--- src/include/mds_params.svh ---
// Purpose: Constants for the multichannel DMA sequencer
// Assumes: 24-bit words and addresses, six channels
// Notes:   Counter field masks fix the split of the 24-bit counter
`ifndef MDS_PARAMS_SVH
`define MDS_PARAMS_SVH

`define MDS_NCH        6
`define MDS_AW         24
`define MDS_DW         24
`define MDS_CW         24
`define MDS_NTRIG      16
`define MDS_TSW        4
`define MDS_FIFO_DEPTH 8
`define MDS_CNT_RST    24'h000000
`define MDS_ADDR_RST   24'h000000
`define MDS_LO2_MSK    24'h000fff
`define MDS_LO3_MSK    24'h0000ff
`define MDS_MID3_MSK   24'h00ff00
`define MDS_FULL_MSK   24'hffffff
`define MDS_PART_SHIFT 8
`define MDS_EXT_BASE   24'h010000

`endif

--- src/include/mds_pkg.sv ---
// Purpose: Types shared by the DMA sequencer files
// Assumes: mds_params.svh gives the widths
// Notes:   Nothing here is imported; users write mds_pkg::name
`include "mds_params.svh"

package mds_pkg;

    typedef enum logic [1:0] {
        DIM_CONST = 2'h0,
        DIM_1D    = 2'h1,
        DIM_2D    = 2'h2,
        DIM_3D    = 2'h3
    } mds_dim_e;

    typedef enum logic [1:0] {
        TM_WORD  = 2'h0,
        TM_LINE  = 2'h1,
        TM_BLOCK = 2'h2
    } mds_tmode_e;

    // Gray along idle, read, write
    typedef enum logic [1:0] {
        ST_IDLE = 2'h0,
        ST_RD   = 2'h1,
        ST_WR   = 2'h3
    } mds_state_e;

    typedef struct packed {
        logic                en;
        logic                hw_trig;
        mds_tmode_e          tmode;
        logic                repeat_blk;
        logic [`MDS_TSW-1:0] tsel;
        mds_dim_e            sdim;
        mds_dim_e            ddim;
        logic [1:0]          so1;
        logic [1:0]          so2;
        logic [1:0]          do1;
        logic [1:0]          do2;
        logic [`MDS_CW-1:0]  cnt_init;
    } mds_cfg_s;

    typedef struct packed {
        logic               valid;
        logic [2:0]         ch;
        logic [`MDS_AW-1:0] src;
        logic [`MDS_AW-1:0] dst;
    } mds_load_s;

    typedef struct packed {
        logic [`MDS_CW-1:0] cnt;
        logic [1:0]         wrap;
    } mds_step_s;

endpackage : mds_pkg

--- src/rtl/mds_fifo.sv ---
// Purpose: Word FIFO between the DMA read and write phases
// Assumes: One clock; ce low freezes everything
// Notes:   Head word sits in a register; capacity is D plus one
`timescale 1ns/10ps

module mds_fifo #(
    parameter int W = 24,
    parameter int D = 8
) (
    // Clock, reset, freeze
    input  wire logic         clock,
    input  wire logic         sys_rst,
    input  wire logic         ce,
    // Fill side
    input  wire logic         in_valid,
    output logic              in_ready,
    input  wire logic [W-1:0] in_data,
    // Drain side
    output logic              out_valid,
    input  wire logic         out_ready,
    output logic [W-1:0]      out_data
);
    localparam int PW = $clog2(D);
    localparam int CNW = $clog2(D + 1);

    logic [W-1:0]   mem [D];
    logic [PW-1:0]  wp_r;
    logic [PW-1:0]  rp_r;
    logic [CNW-1:0] cnt_r;
    logic           push;
    logic           ld_out;
    logic           byp;
    logic           from_mem;

    // Handshakes; full only when the array is full
    assign in_ready = (cnt_r != CNW'(D));
    assign push     = in_valid & in_ready;
    assign ld_out   = ~out_valid | out_ready;
    assign from_mem = ld_out & (cnt_r != '0);
    assign byp      = ld_out & (cnt_r == '0) & push;

    // Array write and pointers
    always_ff @(posedge clock)
    begin
        if (sys_rst)
        begin
            wp_r  <= '0;
            rp_r  <= '0;
            cnt_r <= '0;
        end
        else if (ce)
        begin
            if (push & ~byp)
            begin
                mem[wp_r] <= in_data;
                wp_r      <= PW'((wp_r + 1'b1) % D);
            end
            if (from_mem)
                rp_r <= PW'((rp_r + 1'b1) % D);
            cnt_r <= cnt_r + CNW'(push & ~byp) - CNW'(from_mem);
        end
    end

    // Head register; empty array lets a push go straight through
    always_ff @(posedge clock)
    begin
        if (sys_rst)
        begin
            out_valid <= 1'b0;
            out_data  <= '0;
        end
        else if (ce & ld_out)
        begin
            out_valid <= from_mem | byp;
            if (from_mem)
                out_data <= mem[rp_r];
            else if (byp)
                out_data <= in_data;
        end
    end

endmodule : mds_fifo

--- src/rtl/mds_dma_seq.sv ---
// Purpose: Six-channel DMA sequencer: triggers, counters, word moves
// Assumes: One core clock; bus_wait stretches an access; ce freezes all
// Notes:   Fixed priority, lowest channel first; one word in flight
`timescale 1ns/10ps
`include "mds_params.svh"

// Notes on behaviour
// Each side addresses constant, line, two-dimensional or three-dimensional data.
// Counter mode splits the 24-bit counter into one field per dimension.
// Each word decrements a field; a zero field reloads its programmed value.
// All fields exhausted means the block is complete.
// Counting acts on the visible counter itself, no hidden copy.
// The higher-dimension side chooses the counter mode.
// One count step is one source read then one destination write.
// Lower-dimension side uses only low fields, repeating its address sequence.
// A channel listens to exactly one selected trigger source.
// Triggers: interrupt pins, block completions, peripheral status bits.
// Peripheral status change starts the move, interrupt enable irrelevant.
// Software should not use one event for both trigger and interrupt.
// A triggered enabled channel starts once bus and memory are free.
// Transfer mode sets word, line or block per trigger, trigger kind, repeat.
// A free word move takes at least two cycles: read then write.
// External wait states lengthen the word by the same cycles.
// Requests every two cycles are served back to back without gaps.
// Only one channel moves data per cycle, holding the bus through waits.
// Another triggered channel may start the cycle after a word ends.
// Core and DMA run together on different partitions or memories.
// Core wins a shared internal partition; the DMA access waits.
// After reset every channel is idle and disarmed.
module mds_dma_seq (
    // Clock, reset and freeze
    input  wire logic                                 clock,
    input  wire logic                                 sys_rst,
    input  wire logic                                 ce,
    // Channel configuration, address loads and shared offsets
    input  wire mds_pkg::mds_cfg_s [`MDS_NCH-1:0]     cfg,
    input  wire mds_pkg::mds_load_s                   ld,
    input  wire logic [3:0][`MDS_AW-1:0]              dor,
    // Trigger sources
    input  wire logic [3:0]                           irq,
    input  wire logic [`MDS_NCH-1:0]                  periph,
    // Core access, for partition contention
    input  wire logic                                 core_req,
    input  wire logic [`MDS_AW-1:0]                   core_addr,
    // DMA memory bus
    output logic                                      bus_rd,
    output logic                                      bus_wr,
    output logic [`MDS_AW-1:0]                        bus_addr,
    output logic [`MDS_DW-1:0]                        bus_wdata,
    input  wire logic [`MDS_DW-1:0]                   bus_rdata,
    input  wire logic                                 bus_wait,
    // Channel status
    output logic [`MDS_NCH-1:0][`MDS_CW-1:0]          cnt_q,
    output logic [`MDS_NCH-1:0][`MDS_AW-1:0]          src_q,
    output logic [`MDS_NCH-1:0][`MDS_AW-1:0]          dst_q,
    output logic [`MDS_NCH-1:0]                       armed,
    output logic [`MDS_NCH-1:0]                       blk_done,
    output logic                                      busy,
    output logic [2:0]                                owner
);
    logic [`MDS_NCH-1:0][`MDS_CW-1:0] cnt_r;
    logic [`MDS_NCH-1:0][`MDS_AW-1:0] src_r;
    logic [`MDS_NCH-1:0][`MDS_AW-1:0] dst_r;
    logic [`MDS_NCH-1:0]              arm_r;
    logic [`MDS_NCH-1:0]              pend_r;
    logic [`MDS_NCH-1:0]              run_r;
    logic [`MDS_NCH-1:0]              tprev_r;
    logic [`MDS_NCH-1:0]              enprev_r;
    logic [`MDS_NCH-1:0]              blk_r;
    mds_pkg::mds_state_e              st_r;
    logic [2:0]                       cur_r;
    mds_pkg::mds_cfg_s                cc;
    mds_pkg::mds_dim_e                mode;
    mds_pkg::mds_step_s               stp;
    logic [`MDS_NTRIG-1:0]            trig;
    logic [`MDS_NCH-1:0]              ready;
    logic [`MDS_NCH-1:0]              ready_nx;
    logic [`MDS_CW-1:0]               cnt_cur;
    logic                             conflict;
    logic                             rd_done;
    logic                             wr_done;
    logic                             line_end;
    logic                             blk_end;
    logic                             run_end;
    logic                             sw_again;
    logic                             keep_cur;
    logic                             start;
    logic [2:0]                       start_ch;
    logic                             f_in_ready;
    logic                             f_out_valid;

    // Lowest ready channel wins; channel number is the only priority
    function automatic logic [2:0] pick(input logic [`MDS_NCH-1:0] r);
        logic [2:0] k;
        k = 3'h0;
        for (int i = `MDS_NCH - 1; i >= 0; i--)
            if (r[i])
                k = 3'(i);
        return k;
    endfunction : pick

    function automatic logic is_ext(input logic [`MDS_AW-1:0] a);
        return a >= `MDS_EXT_BASE;
    endfunction : is_ext

    // Same internal quarter-kiloword partition
    function automatic logic part_hit(input logic [`MDS_AW-1:0] a,
                                      input logic [`MDS_AW-1:0] b);
        return ~is_ext(a) & ~is_ext(b) &
               ((a >> `MDS_PART_SHIFT) == (b >> `MDS_PART_SHIFT));
    endfunction : part_hit

    // Counter step: returns the new count and how far the carry reached
    function automatic mds_pkg::mds_step_s cnt_step(input logic [`MDS_CW-1:0] c,
                                                    input logic [`MDS_CW-1:0] ini,
                                                    input mds_pkg::mds_dim_e m);
        logic [`MDS_CW-1:0] ml;
        logic [`MDS_CW-1:0] mm;
        logic [`MDS_CW-1:0] mh;
        logic [`MDS_CW-1:0] um;
        logic [`MDS_CW-1:0] uh;
        mds_pkg::mds_step_s s;
        ml = (m == mds_pkg::DIM_3D) ? `MDS_LO3_MSK :
             (m == mds_pkg::DIM_2D) ? `MDS_LO2_MSK : `MDS_FULL_MSK;
        mm = (m == mds_pkg::DIM_3D) ? `MDS_MID3_MSK : `MDS_CNT_RST;
        mh = (m >= mds_pkg::DIM_2D) ? ~(ml | mm) : `MDS_CNT_RST;
        um = mm & (~mm + 24'h000001);
        uh = mh & (~mh + 24'h000001);
        if ((c & ml) != `MDS_CNT_RST)
            s = '{cnt: c - 24'h000001, wrap: 2'h0};
        else if ((c & mm) != `MDS_CNT_RST)
            s = '{cnt: ((c - um) & ~ml) | (ini & ml), wrap: 2'h1};
        else if ((c & mh) != `MDS_CNT_RST)
            s = '{cnt: ((c - uh) & mh) | (ini & ~mh), wrap: 2'h2};
        else
            s = '{cnt: ini, wrap: 2'h3};
        return s;
    endfunction : cnt_step

    // Address step; a lower-dimension side wraps back by its offsets
    function automatic logic [`MDS_AW-1:0] addr_next(input logic [`MDS_AW-1:0] a,
                                                     input mds_pkg::mds_dim_e d,
                                                     input logic [1:0] o1,
                                                     input logic [1:0] o2,
                                                     input logic [1:0] w);
        if (d == mds_pkg::DIM_CONST)
            return a;
        else if (w == 2'h0)
            return a + 24'h000001;
        else if (w == 2'h1)
            return a + dor[o1];
        else
            return a + dor[o2];
    endfunction : addr_next

    // Current channel view and counter step
    assign cc      = cfg[cur_r];
    assign mode    = (cc.sdim > cc.ddim) ? cc.sdim : cc.ddim;
    assign cnt_cur = cnt_r[cur_r];
    assign stp     = cnt_step(cnt_cur, cc.cnt_init, mode);
    assign line_end = (stp.wrap != 2'h0);
    assign blk_end  = (stp.wrap == 2'h3);

    // Trigger sources: pins, block completions, peripheral status
    assign trig = {periph, blk_r, irq};

    // Bus drive; core keeps a shared partition, DMA waits
    assign bus_addr = (st_r == mds_pkg::ST_WR) ? dst_r[cur_r] : src_r[cur_r];
    assign conflict = core_req & part_hit(core_addr, bus_addr);
    assign bus_rd   = (st_r == mds_pkg::ST_RD) & ~conflict & f_in_ready;
    assign bus_wr   = (st_r == mds_pkg::ST_WR) & ~conflict & f_out_valid;
    assign rd_done  = bus_rd & ~bus_wait;
    assign wr_done  = bus_wr & ~bus_wait;

    // Amount per trigger and what keeps the current channel going
    always_comb
    begin
        case (cc.tmode)
            mds_pkg::TM_WORD:  run_end = 1'b1;
            mds_pkg::TM_LINE:  run_end = line_end;
            mds_pkg::TM_BLOCK: run_end = blk_end;
            default:           run_end = 1'b1;
        endcase
        sw_again = blk_end & cc.repeat_blk & ~cc.hw_trig;
        keep_cur = ~(blk_end & ~cc.repeat_blk) &
                   (pend_r[cur_r] | ~run_end | sw_again);
    end

    // Ready channels; ready_nx sees the current one after this word
    always_comb
    begin
        for (int i = 0; i < `MDS_NCH; i++)
            ready[i] = arm_r[i] & cfg[i].en & (pend_r[i] | run_r[i]);
        ready_nx = ready;
        ready_nx[cur_r] = keep_cur & cc.en;
    end

    // Start of a word: from idle, or straight after a write
    assign start    = ((st_r == mds_pkg::ST_IDLE) & (|ready)) |
                      (wr_done & (|ready_nx));
    assign start_ch = (st_r == mds_pkg::ST_IDLE) ? pick(ready) : pick(ready_nx);

    // Word sequencer: read, then write, then next word at once
    always_ff @(posedge clock)
    begin
        if (sys_rst)
        begin
            st_r  <= mds_pkg::ST_IDLE;
            cur_r <= 3'h0;
        end
        else if (ce)
        begin
            if (start)
                cur_r <= start_ch;
            case (st_r)
                mds_pkg::ST_IDLE:
                    if (start)
                        st_r <= mds_pkg::ST_RD;
                mds_pkg::ST_RD:
                    if (rd_done)
                        st_r <= mds_pkg::ST_WR;
                mds_pkg::ST_WR:
                    if (wr_done)
                        st_r <= start ? mds_pkg::ST_RD : mds_pkg::ST_IDLE;
                default:
                    st_r <= mds_pkg::ST_IDLE;
            endcase
        end
    end

    // Arming follows the enable; a block without repeat disarms
    always_ff @(posedge clock)
    begin
        if (sys_rst)
        begin
            arm_r    <= '0;
            enprev_r <= '0;
        end
        else if (ce)
        begin
            for (int i = 0; i < `MDS_NCH; i++)
            begin
                enprev_r[i] <= cfg[i].en;
                if (~cfg[i].en)
                    arm_r[i] <= 1'b0;
                else if (~enprev_r[i])
                    arm_r[i] <= 1'b1;
                else if (wr_done & (cur_r == 3'(i)) & blk_end & ~cc.repeat_blk)
                    arm_r[i] <= 1'b0;
            end
        end
    end

    // Pending triggers; a new trigger beats the clear of the same cycle
    always_ff @(posedge clock)
    begin
        if (sys_rst)
        begin
            pend_r  <= '0;
            tprev_r <= '0;
        end
        else if (ce)
        begin
            for (int i = 0; i < `MDS_NCH; i++)
            begin
                tprev_r[i] <= trig[cfg[i].tsel];
                if (~cfg[i].en)
                    pend_r[i] <= 1'b0;
                else if (cfg[i].hw_trig ? (trig[cfg[i].tsel] & ~tprev_r[i])
                                        : ~enprev_r[i])
                    pend_r[i] <= 1'b1;
                else if (wr_done & (cur_r == 3'(i)) & sw_again)
                    pend_r[i] <= 1'b1;
                else if (start & (start_ch == 3'(i)))
                    pend_r[i] <= 1'b0;
            end
        end
    end

    // Line and block modes keep a channel running past one word
    always_ff @(posedge clock)
    begin
        if (sys_rst)
            run_r <= '0;
        else if (ce)
        begin
            for (int i = 0; i < `MDS_NCH; i++)
                if (~cfg[i].en)
                    run_r[i] <= 1'b0;
            if (wr_done & run_end)
                run_r[cur_r] <= 1'b0;
            if (start & (cfg[start_ch].tmode != mds_pkg::TM_WORD))
                run_r[start_ch] <= 1'b1;
        end
    end

    // Counters and pointers, updated in place after each write
    always_ff @(posedge clock)
    begin
        if (sys_rst)
        begin
            cnt_r <= '0;
            src_r <= '0;
            dst_r <= '0;
        end
        else if (ce)
        begin
            if (wr_done)
            begin
                cnt_r[cur_r] <= stp.cnt;
                src_r[cur_r] <= addr_next(src_r[cur_r], cc.sdim, cc.so1, cc.so2,
                                          stp.wrap);
                dst_r[cur_r] <= addr_next(dst_r[cur_r], cc.ddim, cc.do1, cc.do2,
                                          stp.wrap);
            end
            // Software load wins over a step on the same channel
            if (ld.valid)
            begin
                cnt_r[ld.ch] <= cfg[ld.ch].cnt_init;
                src_r[ld.ch] <= ld.src;
                dst_r[ld.ch] <= ld.dst;
            end
        end
    end

    // Block completion pulse, also a trigger for any channel
    always_ff @(posedge clock)
    begin
        if (sys_rst)
            blk_r <= '0;
        else if (ce)
        begin
            blk_r <= '0;
            if (wr_done & blk_end)
                blk_r[cur_r] <= 1'b1;
        end
    end

    // Read data waits in the FIFO until the write phase takes it
    mds_fifo #(
        .W (`MDS_DW),
        .D (`MDS_FIFO_DEPTH)
    ) u_fifo (
        .clock     (clock),
        .sys_rst   (sys_rst),
        .ce        (ce),
        .in_valid  (rd_done),
        .in_ready  (f_in_ready),
        .in_data   (bus_rdata),
        .out_valid (f_out_valid),
        .out_ready (wr_done),
        .out_data  (bus_wdata)
    );

    // Status views
    assign cnt_q    = cnt_r;
    assign src_q    = src_r;
    assign dst_q    = dst_r;
    assign armed    = arm_r;
    assign blk_done = blk_r;
    assign busy     = (st_r != mds_pkg::ST_IDLE);
    assign owner    = cur_r;
endmodule : mds_dma_seq

--- config.mk ---
export PLATFORM = sky130hd
export DESIGN_NAME = mds_dma_seq
export DESIGN_NICKNAME = d
export VERILOG_FILES = /design/src/include/mds_pkg.sv /design/src/rtl/mds_fifo.sv /design/src/rtl/mds_dma_seq.sv
export VERILOG_INCLUDE_DIRS = /design/src /design/src/include
export SDC_FILE = /design/constraint.sdc
export NUM_CORES = 2
export LEC_CHECK = 0
export CAP_MARGIN = 20
export CORE_AREA = 2 2 382 384
export DETAILED_ROUTE_END_ITERATION = 6
export DIE_AREA = 0 0 384 386
export DONT_BUFFER_PORTS = 1
export SLEW_MARGIN = 20
export SYNTH_ARGS = -nofsm -noshare
export SYNTH_HDL_FRONTEND = slang
export SYNTH_SLANG_ARGS = --single-unit
--- constraint.sdc ---
create_clock -name clock -period 11.19 [get_ports clock]
set_clock_uncertainty 0.05 [all_clocks]
set_input_delay 1.6785 -clock clock [delete_from_list [all_inputs] [get_ports clock]]
set_output_delay 1.6785 -clock clock [all_outputs]
set_load 0.05 [all_outputs]
==> Flow_metrics.wiki <==
{| class="wikitable"
! Metric !! Value
|-
| Worst-margin pin slew || 1.25 ns
|-
| Critical path cell sequence || mux4_2 -> a21oi_1 -> ha_1 -> o22ai_1 -> mux2i_1 -> nor2b_1 -> inv_1 -> a21oi_1 -> nand2_2 -> buf_4 -> nor2_1 -> ha_1 -> o21ai_0 -> nor2_1 -> o41ai_1 -> nand2_1 -> o211ai_1 -> a21oi_1 -> o31ai_1 -> a21oi_1 -> or3_1 -> a21oi_1 -> a211oi_1
|-
| GPL Wtd Cong || 1.04
|-
| Global-route congestion overflow total || 0
|-
| Number of buffers created by CTS || 80
|-
| Fraction of registers with async set or reset after synthesis || 0%
|-
| Final Net Count || 5,843
|-
| Sequential area share after synthesis || 34.7%
|-
| Maximum fanout encountered on the critical timing path || 37
|-
| Clock insertion delay at the later pin of the skew report || 0.72 ns
|-
| Endpoint arrival time on the critical path || 9.90 ns
|-
| Total count of hold-check failures in the final report || 0
|-
| Max-Slew Margin vs Limit || 16.0%
|-
| Internal portion of total power || 4.88 mW
|-
| Number of global-route vias before repair || 43,500
|-
| Post-synthesis cell count || 5,555
|-
| Final ANT Viol Nets || 0
|-
| Switching share of power || 36.0%
|-
| Required time reported for the critical path endpoint || 11.67 ns
|-
| Number of buffers added for setup after CTS || 0
|-
| First-pass iteration count of the detailed router || 7
|-
| Die area || 148,000 um^2
|-
| Share of the clock period used by the worst path || 84.2%
|-
| H-tree levels || 3
|-
| Clock-pin slew reported for the worst setup and hold paths after clock tree synthesis || 0.06 ns
|-
| DP HPWL || 184,000 um
|-
| Number of non-filler instances in the completed layout || 7,295
|-
| Sort of element at the end of the critical path || flop
|-
| Remaining design rule violation count || 12
|-
| Setup TNS Final || 0 ns
|-
| Final non-filler cell area || 50,700 um^2
|-
| Initial standard-cell utilization of the core || 31.9%
|-
| Sequential cell fraction of total power || 40.0%
|-
| Final wirelength || 256,000 um
|-
| Fill cells || 14,900
|-
| Minimum period implied by the final worst setup slack || 9.42 ns
|-
| Fraction of power consumed by combinational cells || 23.6%
|-
| Vias || 47,700
|-
| Port bufs || 0
|-
| Cell Pwr Density || 150 nW/um^2
|-
| Failing checks || design-rule violations
|-
| Post-CTS Hold Buffers || 0
|-
| Routed wire length per instance || 35.1 um
|-
| Cell count after placement || 7,122
|-
| Die X-Extent || 384 um
|-
| Wire length of the first global-routing pass || 347,000 um
|-
| Clock Sinks || 703
|-
| I/O pin cnt || 979
|-
| Dpl cell area || 47,900 um^2
|-
| Cell leakage power || 17.7 nW
|-
| Max rail drop VDD || 0.000178 V
|-
| Aggregate global-route resource usage || 32.7%
|-
| Flip-flop cell with the highest count after synthesis || sky130_fd_sc_hd__dfxtp_1
|-
| Class of the most critical hold timing path || flop to flop
|-
| Slew Viols, Final || 0
|-
| Highest-delay cell along the critical path || sky130_fd_sc_hd__a21oi_1
|-
| Worst Setup Slack post-DPL || 1.14 ns
|-
| Total setup violations reported at the end of the flow || 0
|-
| Syn_area_per_cell || 8.29 um^2
|-
| Slowest cell delay on critical path || 0.80 ns
|-
| Resize count post-CTS || 0
|-
| Share of power burned in the clock network || 36.4%
|-
| Height of the die || 386 um
|-
| Final-layout worst hold slack || 0.424 ns
|-
| Worst setup path category || flop to flop
|-
| Highest-count cells in the layout ignoring fill and taps || sky130_fd_sc_hd__nor2_1, sky130_fd_sc_hd__o21ai_0, sky130_fd_sc_hd__dfxtp_1
|-
| Crit-path most repeated cell || sky130_fd_sc_hd__a21oi_1
|-
| Element type at the critical path start || flop
|-
| Initial antenna violation count || 25
|-
| Detailed-route vias per instance || 6.54
|-
| Fraction of final layout cells sized beyond drive strength 1 || 11.1%
|-
| Count of state elements after synthesis || 703
|-
| Clk Tree Root Cell || sky130_fd_sc_hd__clkbuf_16
|-
| Commonest non-fill, non-tap cell in the layout || sky130_fd_sc_hd__nor2_1
|-
| Largest net degree at the start of global routing || 356
|-
| Placeable core area || 145,000 um^2
|-
| Run status || finished, violations left
|-
| CTS Buffer Depth || 3
|-
| Relative area change from synthesis to final layout || 10.1%
|-
| Worst setup slack after layout || 1.77 ns
|-
| Library cells used by synthesis || 105
|-
| Number of warnings issued by yosys || 0
|-
| Number of enable flip-flop cells after synthesis || 192
|-
| Maximum clock frequency || 106 MHz
|-
| Number of violations of the max-capacitance limit || 0
|-
| Site Rows || 140
|-
| Setup repair after global routing missed its margin || no
|-
| DRC marker count from the first detailed-route iteration || 7,568
|-
| CTS tree || done
|-
| Netlist Area Pre-Place || 46,000 um^2
|-
| Switch Pwr || 2.74 mW
|}
stage by stage:
stage	util [%]	power, mW
2_1_floorplan	-	4.29
3_3_place_gp	33.2	4.83
3_5_place_dp	33.2	4.85
4_1_cts	35.0	7.59
5_1_grt	35.1	7.87
6_report	35.1	7.62
sequential cells by signal, indices dropped and copies added (netlist names), named ones only:
signal / flops
armed: 6
blk_done: 6
cnt_q: 144
dst_q: 144
enprev_r: 6
owner: 3
pend_r: 6
run_r: 6
src_q: 144
st_r: 2
tprev_r: 6
u_fifo.cnt_r: 4
u_fifo.mem: 192
u_fifo.out_data: 24
u_fifo.out_valid: 1
u_fifo.rp_r: 3
u_fifo.wp_r: 3
critical path: cells and delay by family, from the launching register on:
| family | cells | cell delay (ns) |
|---|---|---|
| mux | 2 | 1.33 |
| fa+ha+maj | 2 | 0.68 |
| simple gates | 6 | 1.63 |
| flops | 1 | 0.77 |
| buf+inv | 2 | 0.58 |
| compound gates | 11 | 4.06 |
worst paths after layout:
check             startpoint        end  slack [ns]  cells past startpoint
setup reg to reg    owner[0]  dst_q[22]        1.77                     23
hold reg to reg     run_r[5]   run_r[5]        0.42                      2
hold / removal      run_r[5]   run_r[5]        0.42                      2
setup / recovery    owner[0]  dst_q[22]        1.77                     23
synthesized netlist by cell type, drive strengths merged (169+ instances only):
library cell / number / area share [%]
a211oi: 171 / 2.8
nand2: 507 / 4.1
clkbuf: 379 / 3.1
nor2: 756 / 6.2
edfxtp: 192 / 13
nand3: 269 / 2.9
a21oi: 435 / 4.8
nor3: 175 / 2.0
mux4: 169 / 8.4
o21ai: 653 / 7.1
mux2i: 243 / 5.3
dfxtp: 511 / 22
metal layers:
metal	GRT usage (%)	share of wire, %	wire (um)	vias up
li1	-	-	-	20100
met1	37.9	35	90100	23200
met2	47.9	42	108000	3566
met3	16.5	15	39500	844
met4	19.9	7.1	18200	16
met5	1.36	0.14	362	-
layout make-up:
| class | instances | area, um^2 | share of cell area, % |
|---|---|---|---|
| tap | 1917 | 2400 | 4.73 |
| clock buffer | 123 | 2370 | 4.67 |
| antenna | 25 | 62.6 | 0.123 |
| sequential | 703 | 16000 | 31.6 |
| multi-input combinational | 4306 | 28200 | 55.7 |
| inverter | 64 | 248 | 0.489 |
| clock inverter | 24 | 320 | 0.632 |
| timing repair buffer | 133 | 1050 | 2.07 |
logic make-up after synthesis:
| family | after synthesis | share of synthesized area, % |
|---|---|---|
| AND/OR/NAND/NOR | 1884 | 17.8 |
| flip-flops | 703 | 34.7 |
| XOR/XNOR | 67 | 1.27 |
| AO/OA/AOI/OAI | 1798 | 24.0 |
| adder cells (fa/ha/maj) | 74 | 2.06 |
| multiplexers | 477 | 15.3 |
| other | 1 | 0.00814 |
| buffers and inverters | 551 | 4.88 |
power groups by stage:
stage	Clock, mW	Sequential (mW)	Combinational [mW]
3_3_place_gp	0	3.10	1.73
6_report	2.77	3.05	1.80
5_1_grt	2.88	3.06	1.93
2_1_floorplan	0	3.04	1.25
3_5_place_dp	0	3.10	1.75
4_1_cts	2.78	3.05	1.76
Power figures use the tool's default switching activity.
